===== src/logic/rbsg_map.svh =====
// rbsg_map.svh: offsets, field positions, reset values and timing counts
// for the bus decode and RAM gate block.
// assumes: included by its bare name from the package and the design modules.
`ifndef RBSG_MAP_SVH
`define RBSG_MAP_SVH

// address space split
`define RBSG_ADDR_W        17
`define RBSG_INT_LAST      17'h0003F
`define RBSG_LOC_COUNT     64
`define RBSG_CLK_COUNT     14
`define RBSG_USER_COUNT    50

// clock register indices
`define RBSG_CMD_IDX       4'hB

// command register fields and reset value
`define RBSG_CMD_TE_BIT    7
`define RBSG_CMD_RO_MASK   8'h03
`define RBSG_CMD_RESET     8'h80

// power-up write protection hold-off
`define RBSG_CLK_HZ        40000000
`define RBSG_HOLD_MS       150
`define RBSG_HOLD_CYCLES   ((`RBSG_HOLD_MS * (`RBSG_CLK_HZ / 1000)))

`endif


===== src/logic/rbsg_pkg.sv =====
// rbsg_pkg.sv: types shared by the bus decode and RAM gate block.
// assumes: nothing beyond the constants header.
`include "rbsg_map.svh"

package rbsg_pkg;

	// host bus cycle state, gray coded idle -> read -> write
	typedef enum logic [1:0]
	{
		RBSG_IDLE  = 2'b00,
		RBSG_READ  = 2'b01,
		RBSG_WRITE = 2'b11
	} rbsg_cycle_t;

	// one byte of register or user storage
	typedef logic [7:0] rbsg_byte_t;

endpackage


===== src/logic/rbsg_user_ram.sv =====
// rbsg_user_ram.sv: general purpose on-chip byte storage.
// assumes: one write port, one read port, read data registered.
`timescale 1ns/1ps
`include "rbsg_map.svh"

module rbsg_user_ram
	import rbsg_pkg::*;
#(
	parameter int DEPTH = `RBSG_USER_COUNT,
	parameter int AW    = 6
)
(
	// clock and reset
	input  wire logic          core_clk,
	input  wire logic          reset,
	// write side
	input  wire logic          wr_en,
	input  wire logic [AW-1:0] wr_addr,
	input  wire rbsg_byte_t    wr_data,
	// read side
	input  wire logic [AW-1:0] rd_addr,
	output rbsg_byte_t         rd_data
);

	rbsg_byte_t mem [DEPTH];   // storage cells, no reset on purpose
	rbsg_byte_t next_rd_data;  // read value before its register

	////////////////////////////////////////////////////////////////////
	// read lookup, out of range indices read as zero
	always_comb
	begin
		next_rd_data = 8'h00;
		if (int'(rd_addr) < DEPTH)
		begin
			next_rd_data = mem[rd_addr];
		end
	end

	// storage write, no reset so it maps onto plain RAM cells
	always_ff @(posedge core_clk)
	begin
		if (wr_en && (int'(wr_addr) < DEPTH))
		begin
			mem[wr_addr] <= wr_data;
		end
	end

	// read data register
	always_ff @(posedge core_clk or posedge reset)
	begin
		if (reset)
		begin
			rd_data <= 8'h00;
		end
		else
		begin
			rd_data <= next_rd_data;
		end
	end

endmodule


===== src/logic/rbsg_supply_guard.sv =====
// rbsg_supply_guard.sv: write protection while supply is bad and for a
// hold-off after it returns.
// assumes: fail level is already synchronous to core_clk.
`timescale 1ns/1ps
`include "rbsg_map.svh"

module rbsg_supply_guard
	import rbsg_pkg::*;
#(
	parameter int HOLD_CYCLES = `RBSG_HOLD_CYCLES,
	parameter int CW          = $clog2(HOLD_CYCLES + 1)
)
(
	// clock and reset
	input  wire logic core_clk,
	input  wire logic reset,
	// supply status
	input  wire logic below_threshold,
	output logic      protect
);

	logic [CW-1:0] hold_cnt;       // remaining hold-off cycles
	logic [CW-1:0] next_hold_cnt;  // next count
	logic          next_protect;   // next protection level

	////////////////////////////////////////////////////////////////////
	// reload while the supply is bad, count down once it is good
	always_comb
	begin
		next_hold_cnt = hold_cnt;
		if (below_threshold)
		begin
			next_hold_cnt = CW'(HOLD_CYCLES);
		end
		else if (hold_cnt != '0)
		begin
			next_hold_cnt = hold_cnt - CW'(1);
		end
		next_protect = below_threshold || (next_hold_cnt != '0);
	end

	// reset is treated as a power-up: protection starts with a full hold
	always_ff @(posedge core_clk or posedge reset)
	begin
		if (reset)
		begin
			hold_cnt <= CW'(HOLD_CYCLES);
			protect  <= 1'b1;
		end
		else
		begin
			hold_cnt <= next_hold_cnt;
			protect  <= next_protect;
		end
	end

endmodule


===== src/logic/rbsg_bus_gate.sv =====
// rbsg_bus_gate.sv: host bus front end: address decode, strobe framing,
// clock register file, user bytes and external RAM gating.
// assumes: host strobes and address are synchronous to core_clk and held
// stable during each cycle; time counting logic supplies the internal copy.
//
// Behaviour
// seventeen bit byte address, one space
// clock registers at lowest fourteen addresses
// sixty four internal bytes overlay low RAM
// read when write high, select and enable low
// internal read drives addressed byte out
// RAM output gate idle on internal read
// external read forwards host output enable
// write spans later fall to earlier rise
// host holds address through write
// host keeps output enable high writing
// falling write enable turns drivers off
// internal write stores the byte
// external write goes to RAM only
// bad supply gates off host select
// supply fail output active until good
// bad supply holds RAM select high
// 150 ms hold-off after supply returns
// fourteen eight bit internal registers
// host copy refreshed by simultaneous transfer
// time, date, alarm registers hold BCD
// register B is command register
// locations 0E..3F are free user bytes
// good supply passes select to RAM
// internal byte captured at write rise
// data drivers off except internal read
`timescale 1ns/1ps
`include "rbsg_map.svh"

module rbsg_bus_gate
	import rbsg_pkg::*;
#(
	parameter int HOLD_CYCLES = `RBSG_HOLD_CYCLES,
	parameter int NREG        = `RBSG_CLK_COUNT
)
(
	// clock and reset
	input  wire logic                    core_clk,
	input  wire logic                    reset,
	// host bus
	input  wire logic [`RBSG_ADDR_W-1:0] host_address_bus,
	input  wire logic                    chip_sel_n,
	input  wire logic                    out_en_n,
	input  wire logic                    wr_en_n,
	input  wire rbsg_byte_t              data_in,
	output rbsg_byte_t                   data_out,
	output logic                         data_oe,
	// external RAM control
	output logic                         ram_select_out_n,
	output logic                         ram_output_gate_out_n,
	// supply monitor
	input  wire logic                    supply_fail_threshold,
	output logic                         supply_fail_out_n,
	// time keeping side
	input  wire logic                    transfer_pulse,
	input  wire logic [NREG*8-1:0]       internal_copy,
	output logic                         transfer_enable
);

	////////////////////////////////////////////////////////////////////
	// declarations

	logic        protect;          // write protection from supply guard
	logic        sel_ok;           // host select after supply gating
	logic        addr_internal;    // address falls in the on-chip window
	logic        read_req;         // read framing this cycle
	logic        write_req;        // write framing this cycle

	rbsg_cycle_t cycle;            // current bus cycle state
	rbsg_cycle_t next_cycle;       // next bus cycle state
	logic [5:0]  wr_idx;           // latched write location
	logic [5:0]  next_wr_idx;      // next latched location
	rbsg_byte_t  wr_byte;          // latched write data
	rbsg_byte_t  next_wr_byte;     // next latched data
	logic        wr_internal;      // latched write targets on-chip byte
	logic        next_wr_internal; // next latched target
	logic        commit;           // write cycle ended this cycle

	rbsg_byte_t  clk_regs [NREG];  // host copy of clock registers
	rbsg_byte_t  next_clk_regs [NREG];

	logic        ram_we;           // user byte write strobe
	logic [5:0]  ram_waddr;        // user byte write index
	logic [5:0]  ram_raddr;        // user byte read index
	rbsg_byte_t  ram_rdata;        // registered user byte
	logic        rd_from_ram;      // read index hits user bytes
	logic        rd_from_ram_q;    // aligned with ram_rdata
	rbsg_byte_t  reg_rdata_q;      // registered clock register byte

	rbsg_byte_t  next_data_out;    // output flop inputs
	logic        next_data_oe;
	logic        next_ram_sel_n;
	logic        next_ram_gate_n;
	logic        next_fail_n;

	////////////////////////////////////////////////////////////////////
	// supply guard and its hold-off counter

	rbsg_supply_guard
	#(
		.HOLD_CYCLES (HOLD_CYCLES)
	)
	u_guard
	(
		.core_clk        (core_clk),
		.reset           (reset),
		.below_threshold (supply_fail_threshold),
		.protect         (protect)
	);

	////////////////////////////////////////////////////////////////////
	// address decode and strobe framing

	// select is gated internally while protection is on
	always_comb
	begin
		sel_ok        = !chip_sel_n && !protect;
		addr_internal = (host_address_bus <= `RBSG_INT_LAST);
		read_req      = sel_ok && !out_en_n && wr_en_n;
		write_req     = sel_ok && !wr_en_n;
	end

	////////////////////////////////////////////////////////////////////
	// bus cycle state and write latch

	// a write lasts while select and write enable are both low; the
	// sample of the last low cycle is what gets stored at the rise
	always_comb
	begin
		next_cycle       = RBSG_IDLE;
		next_wr_idx      = wr_idx;
		next_wr_byte     = wr_byte;
		next_wr_internal = wr_internal;
		commit           = 1'b0;
		case (cycle)
			RBSG_IDLE,
			RBSG_READ:
			begin
				if (write_req)
				begin
					next_cycle = RBSG_WRITE;
				end
				else if (read_req)
				begin
					next_cycle = RBSG_READ;
				end
			end
			RBSG_WRITE:
			begin
				// earlier rising edge of select or write enable ends it
				if (write_req)
				begin
					next_cycle = RBSG_WRITE;
				end
				else
				begin
					commit = 1'b1;
				end
			end
			default:
			begin
				next_cycle = RBSG_IDLE;
			end
		endcase
		// address is held by the host, so sampling each write cycle is safe
		if (write_req)
		begin
			next_wr_idx      = host_address_bus[5:0];
			next_wr_byte     = data_in;
			next_wr_internal = addr_internal;
		end
	end

	// bus cycle registers
	always_ff @(posedge core_clk or posedge reset)
	begin
		if (reset)
		begin
			cycle       <= RBSG_IDLE;
			wr_idx      <= 6'h00;
			wr_byte     <= 8'h00;
			wr_internal <= 1'b0;
		end
		else
		begin
			cycle       <= next_cycle;
			wr_idx      <= next_wr_idx;
			wr_byte     <= next_wr_byte;
			wr_internal <= next_wr_internal;
		end
	end

	////////////////////////////////////////////////////////////////////
	// clock register file

	// host write wins over a transfer in the same cycle for that byte;
	// command register flag bits are read-only to the host
	always_comb
	begin
		// enable taken first so the transfer gate never sees a stale copy
		transfer_enable = clk_regs[`RBSG_CMD_IDX][`RBSG_CMD_TE_BIT];
		for (int i = 0; i < NREG; i++)
		begin
			next_clk_regs[i] = clk_regs[i];
			if (transfer_pulse && transfer_enable && (i != int'(`RBSG_CMD_IDX)))
			begin
				next_clk_regs[i] = internal_copy[i*8 +: 8];
			end
		end
		if (commit && wr_internal && (int'(wr_idx) < NREG))
		begin
			if (wr_idx[3:0] == `RBSG_CMD_IDX)
			begin
				next_clk_regs[`RBSG_CMD_IDX] = (wr_byte & ~`RBSG_CMD_RO_MASK)
					| (clk_regs[`RBSG_CMD_IDX] & `RBSG_CMD_RO_MASK);
			end
			else
			begin
				next_clk_regs[wr_idx[3:0]] = wr_byte;
			end
		end
	end

	// clock register flops, command register starts with updates on
	always_ff @(posedge core_clk or posedge reset)
	begin
		if (reset)
		begin
			for (int i = 0; i < NREG; i++)
			begin
				clk_regs[i] <= (i == int'(`RBSG_CMD_IDX)) ? `RBSG_CMD_RESET : 8'h00;
			end
		end
		else
		begin
			for (int i = 0; i < NREG; i++)
			begin
				clk_regs[i] <= next_clk_regs[i];
			end
		end
	end

	////////////////////////////////////////////////////////////////////
	// user bytes above the clock registers

	always_comb
	begin
		ram_we      = commit && wr_internal && (int'(wr_idx) >= NREG);
		ram_waddr   = wr_idx - 6'(NREG);
		rd_from_ram = (int'(host_address_bus[5:0]) >= NREG);
		ram_raddr   = host_address_bus[5:0] - 6'(NREG);
	end

	rbsg_user_ram
	#(
		.DEPTH (`RBSG_LOC_COUNT - NREG),
		.AW    (6)
	)
	u_user_ram
	(
		.core_clk (core_clk),
		.reset    (reset),
		.wr_en    (ram_we),
		.wr_addr  (ram_waddr),
		.wr_data  (wr_byte),
		.rd_addr  (ram_raddr),
		.rd_data  (ram_rdata)
	);

	// read path stage aligned with the registered user byte
	always_ff @(posedge core_clk or posedge reset)
	begin
		if (reset)
		begin
			rd_from_ram_q <= 1'b0;
			reg_rdata_q   <= 8'h00;
		end
		else
		begin
			rd_from_ram_q <= rd_from_ram;
			reg_rdata_q   <= (int'(host_address_bus[5:0]) < NREG)
				? clk_regs[host_address_bus[3:0]] : 8'h00;
		end
	end

	////////////////////////////////////////////////////////////////////
	// pin outputs, all from flops

	// data drivers only for an internal read; a low write enable drops
	// them because read_req needs write enable high
	always_comb
	begin
		next_data_out   = rd_from_ram_q ? ram_rdata : reg_rdata_q;
		next_data_oe    = read_req && addr_internal;
		// select passes straight through while protection is off
		next_ram_sel_n  = protect ? 1'b1 : chip_sel_n;
		// internal reads keep the RAM quiet, external ones pass enable on
		next_ram_gate_n = (sel_ok && !addr_internal) ? out_en_n : 1'b1;
		next_fail_n     = !protect;
	end

	// output registers, RAM idle and supply fail active during reset
	always_ff @(posedge core_clk or posedge reset)
	begin
		if (reset)
		begin
			data_out              <= 8'h00;
			data_oe               <= 1'b0;
			ram_select_out_n      <= 1'b1;
			ram_output_gate_out_n <= 1'b1;
			supply_fail_out_n     <= 1'b0;
		end
		else
		begin
			data_out              <= next_data_out;
			data_oe               <= next_data_oe;
			ram_select_out_n      <= next_ram_sel_n;
			ram_output_gate_out_n <= next_ram_gate_n;
			supply_fail_out_n     <= next_fail_n;
		end
	end

endmodule


===== config.mk =====
export PLATFORM = sky130hd
export DESIGN_NAME = rbsg_bus_gate
export DESIGN_NICKNAME = d
export VERILOG_FILES = /design/src/logic/rbsg_pkg.sv /design/src/logic/rbsg_user_ram.sv /design/src/logic/rbsg_supply_guard.sv /design/src/logic/rbsg_bus_gate.sv
export VERILOG_INCLUDE_DIRS = /design/src /design/src/logic
export SDC_FILE = /design/constraint.sdc
export NUM_CORES = 1
export LEC_CHECK = 0
export BUFFER_PORTS_ARGS = -buffer_cell sky130_fd_sc_hd__buf_2
export CORE_MARGIN = 2
export CORE_UTILIZATION = 25
export DETAILED_ROUTE_END_ITERATION = 10
export GPL_ROUTABILITY_DRIVEN = 0
export SETUP_SLACK_MARGIN = 0.1
export SYNTH_ARGS = -nofsm -noshare
export SYNTH_HDL_FRONTEND = slang
export SYNTH_SLANG_ARGS = --single-unit
export TNS_END_PERCENT = 5

===== constraint.sdc =====
create_clock -name core_clk -period 6.8 [get_ports core_clk]
set_input_delay 1.36 -clock core_clk [delete_from_list [all_inputs] [get_ports core_clk]]
set_output_delay 1.36 -clock core_clk [all_outputs]
set_load 0.03 [all_outputs]

* Word level (Yosys, flattened, before mapping)
Memories as Yosys holds them, arrays and structs flattened. Index checks and enable logic that the tools add are counted.
Cells by class: muxes and demuxes 38, bitwise logic cells 3, add/subtract/negate cells 3, equality and inequality tests 3, reduce and logical (&&, ||, !) cells 22, $lt $le $gt $ge 10
Operator list (number):
- $mux 8 | 20
- $bwmux 112 | 1
- $mux 112 | 1
- $mux 88 | 1
- $mux 23 | 2
- $reduce_bool 23->1 | 2
- $bmux 8 s4 | 1
- $demux 8 s4 | 1
- $sub 23x1->23 const B | 1
- $le 17x6->1 const B | 1
- $mux 16 | 1
- $ge 6x4->1 const B | 2
- $logic_and 1x1->1 | 12
- $lt 6x4->1 const B | 2
- $lt 6x6->1 const B | 2
- $sub 6x4->6 const B | 2
- $ge 5x5->1 const B | 2
- $not 4->5 | 2
- $or 8x2->8 | 1
- $mux 1 | 7
- $logic_not 1->1 | 5
- $lt 5x1->1 const B | 1
- $eq 4x4->1 const B | 1
- $mux 2 | 2
- 6 further kinds | 6
Word-level totals: output and inout port bits 13, memories kept 1, register bits after elaboration 182, RAM bits 400, logic and storage cells 108
Memories:
- u_user_ram.mem | depth 50, bits a word 8, rd ports 1, clocked after Yosys merged registers in 0, write ports 1, RTL line rbsg_user_ram.sv:25 | rbsg_byte_t mem [DEPTH];

* Depth between registers and ports, before layout
depth in word-level cells 10, gate-level depth with buffers 10, depth with buffers taken out 8

* Cells and area by module
From an unflattened synthesis, not the netlist that was laid out.
Second synthesis, totals: cells, all modules 1489, area total of the unflattened synthesis 25246.7 µm²
By module, submodules not included:
- rbsg_user_ram | area each 15931.5 µm², seq. area each 12211.7 µm², instances 1, cells an instance 756
- rbsg_bus_gate | area each 7862.5 µm², seq. area each 3757.4 µm², instances 1, cells an instance 584
- rbsg_supply_guard | area each 1452.6 µm², seq. area each 614.3 µm², instances 1, cells an instance 149

* Worst setup path after synthesis
No wires, ideal clock.
path kind input port to flip-flop, start point in host_address_bus[0], end point reg u_user_ram.rd_data[0], arrival time 3.839 ns, required time 6.663 ns, cell stages on the path 7, setup time 0.137 ns, buffers on the path 3, slack 2.824 ns, path through clkbuf_1 -> clkbuf_1 -> buf_1 -> mux4_2 -> mux4_2 -> a211oi_1 -> a21oi_1
Between the ends: word-level cells in the longest chain between the ends 3
RTL lines:
- start: declaration | RTL line rbsg_bus_gate.sv:46 | input wire logic [`RBSG_ADDR_W-1:0] host_address_bus,
- $sub 6x4->6 * | RTL line rbsg_bus_gate.sv:256 | ram_raddr = host_address_bus[5:0] - 6'(NREG);
- $mem_v2 50x8 or $lt 6x6->1 (tied branches)
- $mux 8 * | RTL line rbsg_user_ram.sv:33 | if (int'(rd_addr) < DEPTH)
- via u_user_ram.next_rd_data[0] | RTL line rbsg_user_ram.sv:26 | rbsg_byte_t next_rd_data;
- end signal: assignment | RTL line rbsg_user_ram.sv:57 | rd_data <= next_rd_data;
- end: declaration | RTL line rbsg_user_ram.sv:22 | output rbsg_byte_t rd_data
Mark *: on every way through the listed nets, which the timed path passes. The rest lies on a longest branch. A chain may end at the register's enable or synchronous reset.

* Worst setup path after layout
start point in host_address_bus[2], end point reg u_user_ram.rd_data[7]
The elaborated chain is that of the path after synthesis.

==> impl_metrics.yaml <==
worst_setup_path:
  r2r_setup_slack_ns: 2.93
  startpoint_types: "input pin"
  crit_fanout: 21
  cp-end-kind: "flop"
  path_class: "in -> reg"
  arrival_ns: 4.63
  worstPathRequired_ns: 7.28
placement:
  numPortBuffers: 148
  detailedPlacementHpwl_mm: 41.2
  post-place-cells: 2921
layout:
  area_of_the_multi_input_gates_um2: 7770
  layout-drive-gt1-share_pct: 26.4
  layout.core_utilization_pct: 29.3
  filler_cell_count: 9656
  layout.area.seq_um2: 16600
  layout-area-overhead-vs-synth_pct: 16.5
  final_nets: 1847
  final_cell_count_no_fill: 3035
clocking:
  tritoncts: "yes"
  clk-insertion-delay-late_ns: 0.65
  post_cts_resize_count: 0
  clk_pin_slew_ns: 0.06
  cts_hold_buffers: 0
  postCtsSetupRepairBufs: 0
  cts_made_buffers: 59
  max-clock-path-buffers: 3
  clockRootBuffer: "clkbuf_16"
  clock-sinks: 582
  cts_htree_levels: 2
drt:
  dr_total_vias: 14153
  route.detailed.wl_per_inst_um: 20.9
  drt_first_iter_violations: 1289
  number_of_remaining_drc_errors: 0
  ant_nets: 0
  drt_pre_antenna_iters: 5
  route.final.wire_length_mm: 63.5
  via_per_inst: 4.66
floorplanning:
  fp.dieW_um: 319
  fp-row-count: 115
  floorplan.initialDensity_pct: 25.2
  design.core.area_um2: 98300
  die-area_um2: 102000
  floorplan.die.height_um: 319
  boundaryPins: 157
timing:
  hold_viol_final: 0
  post_route_hold_slack_ns: 0.375
  period_needed_ns: 4.15
  timing.fmax_mhz: 241
  max-slew-margin-rel_pct: 14.7
  fin_setup_tns_ns: 0
  grt_setup_unrepaired: "no"
  endpoints_failing_setup: 0
  worst_clock_skew_ns: 0.0330
  final_max_slew_viol_count: 0
  max_slew.worst_pin.slew_ns: 1.27
  final_min_period_over_clock_period_pct: 61.0
global_routing:
  maximum_number_of_pins_on_one_net_before_global_route_repair: 108
  antenna_found_initial: 10
  globalRouteTotalUtil_pct: 12.3
  grt_pass1_wl_mm: 94.2
  globalRouteOverflowTotal: 0
  first_global_vias: 14503
power:
  max-vdd-ir-drop_uv: 228
  static_leakage_power_nw: 11.7
  total_power_mw: 7.34
  power-per-cell-area_nw_per_um2: 254
synth:
  synth_ff_type: "edfxtp_1"
  mappedNetlistNets: 1712
  netlist_area_before_placement_um2: 24800
  mapped_cells: 1560
  asyncSetResetFlopFracSynth_pct: 31.3
  synth-warning-count: 0
  ys_types: 54
  synth_sequential_area_ratio_pct: 67.0
  yosys_register_bits: 582
  postSynthAreaPerCell_um2: 15.9
  synth-edff-count: 400
run_status:
  outcome: "finished clean"
flow_run:
  max_cap_viol_count: 0
hold_path:
  min-delay-path-class: "reg -> reg"
[sequential cells by signal, indices dropped and copies added (netlist names), named ones only]
register,flops
rd_from_ram_q,1
ram_output_gate_out_n,1
u_guard.hold_cnt,23
cycle,2
u_user_ram.mem,400
data_oe,1
clk_regs,104
wr_internal,1
data_out,8
supply_fail_out_n,1
u_user_ram.rd_data,8
wr_byte,8
wr_idx,6
reg_rdata_q,8
u_guard.protect,1
ram_select_out_n,1
[layer usage]
layer	up-vias	global-route usage (%)	share of wire (%)
met5	-	0	0.10
li1	6290	-	-
met2	477	19.8	48
met3	86	2.58	7.4
met4	10	3.98	2.3
met1	7290	16.6	42
[layout make-up]
cell class	instances	share of cell area, %
repair buffers	170	3.18
clock inverters	29	0.820
multi-input cells	863	26.9
diodes	3	0.0260
well taps	1287	5.58
clock buffers	82	5.63
flip-flops and latches	582	57.5
inverters	19	0.273
[worst paths after layout]
check,start,endpoint,cells after the start
max,host_address_bus[2],u_user_ram.rd_data[7],7
min,flop,flop,0
max reg2reg,u_guard.protect,clk_regs[72],7
min reg2reg,flop,flop,0
max in group asynchronous,reset,data_out[4],3
min in group asynchronous,reset,clk_regs[108],2
[per-stage QoR]
step                      area [um^2]  setup slack [ns]
final                           28800              2.65
after global routing            28800              2.42
after CTS                       28800              2.65
after detailed placement        27000              2.05
after global placement          27000              2.06
after floorplan                 24800             0.520
[cells in the mapped netlist (all sizes together), types with 2 or more instances]
library cell / count / area (um^2)
a2111oi: 2 / 17.5
a211oi: 10 / 75.1
a21boi: 2 / 15.0
a21o: 4 / 37.5
a21oi: 75 / 375
a31oi: 3 / 18.8
and3: 5 / 32.5
and4: 2 / 17.5
buf: 14 / 60.1
clkbuf: 82 / 308
clkinv: 2 / 7.51
dfrtp: 168 / 4200
dfstp: 14 / 368
edfxtp: 400 / 12000
ha: 8 / 100
inv: 17 / 63.8
mux2: 29 / 327
mux2i: 131 / 1310
mux4: 144 / 3240
nand2: 106 / 398
nand2b: 4 / 25.0
nand3: 14 / 75.1
nand4: 6 / 37.5
nand4b: 2 / 17.5
nor2: 147 / 552
nor2b: 13 / 81.3
nor3: 11 / 55.1
nor3b: 9 / 67.6
nor4: 10 / 92.6
o21a: 3 / 22.5
o21ai: 77 / 385
o22ai: 8 / 50.1
o31a: 2 / 17.5
or2: 2 / 12.5
or3: 9 / 56.3
or4: 4 / 30.0
xnor2: 8 / 70.1
xor2: 3 / 26.3
[where the power goes]
| group | total (mW) | leakage (nW) | internal (mW) | switching [mW] |
|---|---|---|---|---|
| combinational | 0.410 | 3.92 | 0.148 | 0.263 |
| clock | 3.09 | 0.896 | 1.72 | 1.38 |
| sequential | 3.83 | 6.86 | 3.81 | 0.0249 |
[logic make-up after synthesis]
logic type,count (synthesis),synth area share (%)
DFF,582,67.0
adders and majority gates,8,0.404
and+or+nand+nor,345,6.30
buffers and inverters,115,1.77
muxes,304,19.7
xor gates and xnor gates,11,0.389
AOI/OAI and AO/OA,195,4.42
[cells in the final DEF, fill, tap and decap left out, types with 13 or more instances in the layout]
cell type | Yosys | final
mux2i_1 | 131 | 131
nand3_1 | 13 | 13
nand2_1 | 106 | 105
inv_1 | 17 | 16
clkbuf_16 | 0 | 60
mux2_2 | 29 | 29
clkbuf_1 | 82 | 18
nor2b_1 | 13 | 13
edfxtp_1 | 400 | 400
buf_2 | 3 | 146
mux4_2 | 144 | 144
o21ai_0 | 77 | 77
buf_4 | 1 | 23
a21oi_1 | 75 | 75
nor2_1 | 147 | 147
dfstp_2 | 14 | 14
dfrtp_1 | 168 | 160
[critical path: stages]
cell,delay [ns]
buf_2,0.55
ha_1,0.41
xor2_4,0.77
mux4_2,0.61
nor2b_1,0.16
a211oi_1,0.63
a21oi_1,0.09
Power figures use the tool's default switching activity.
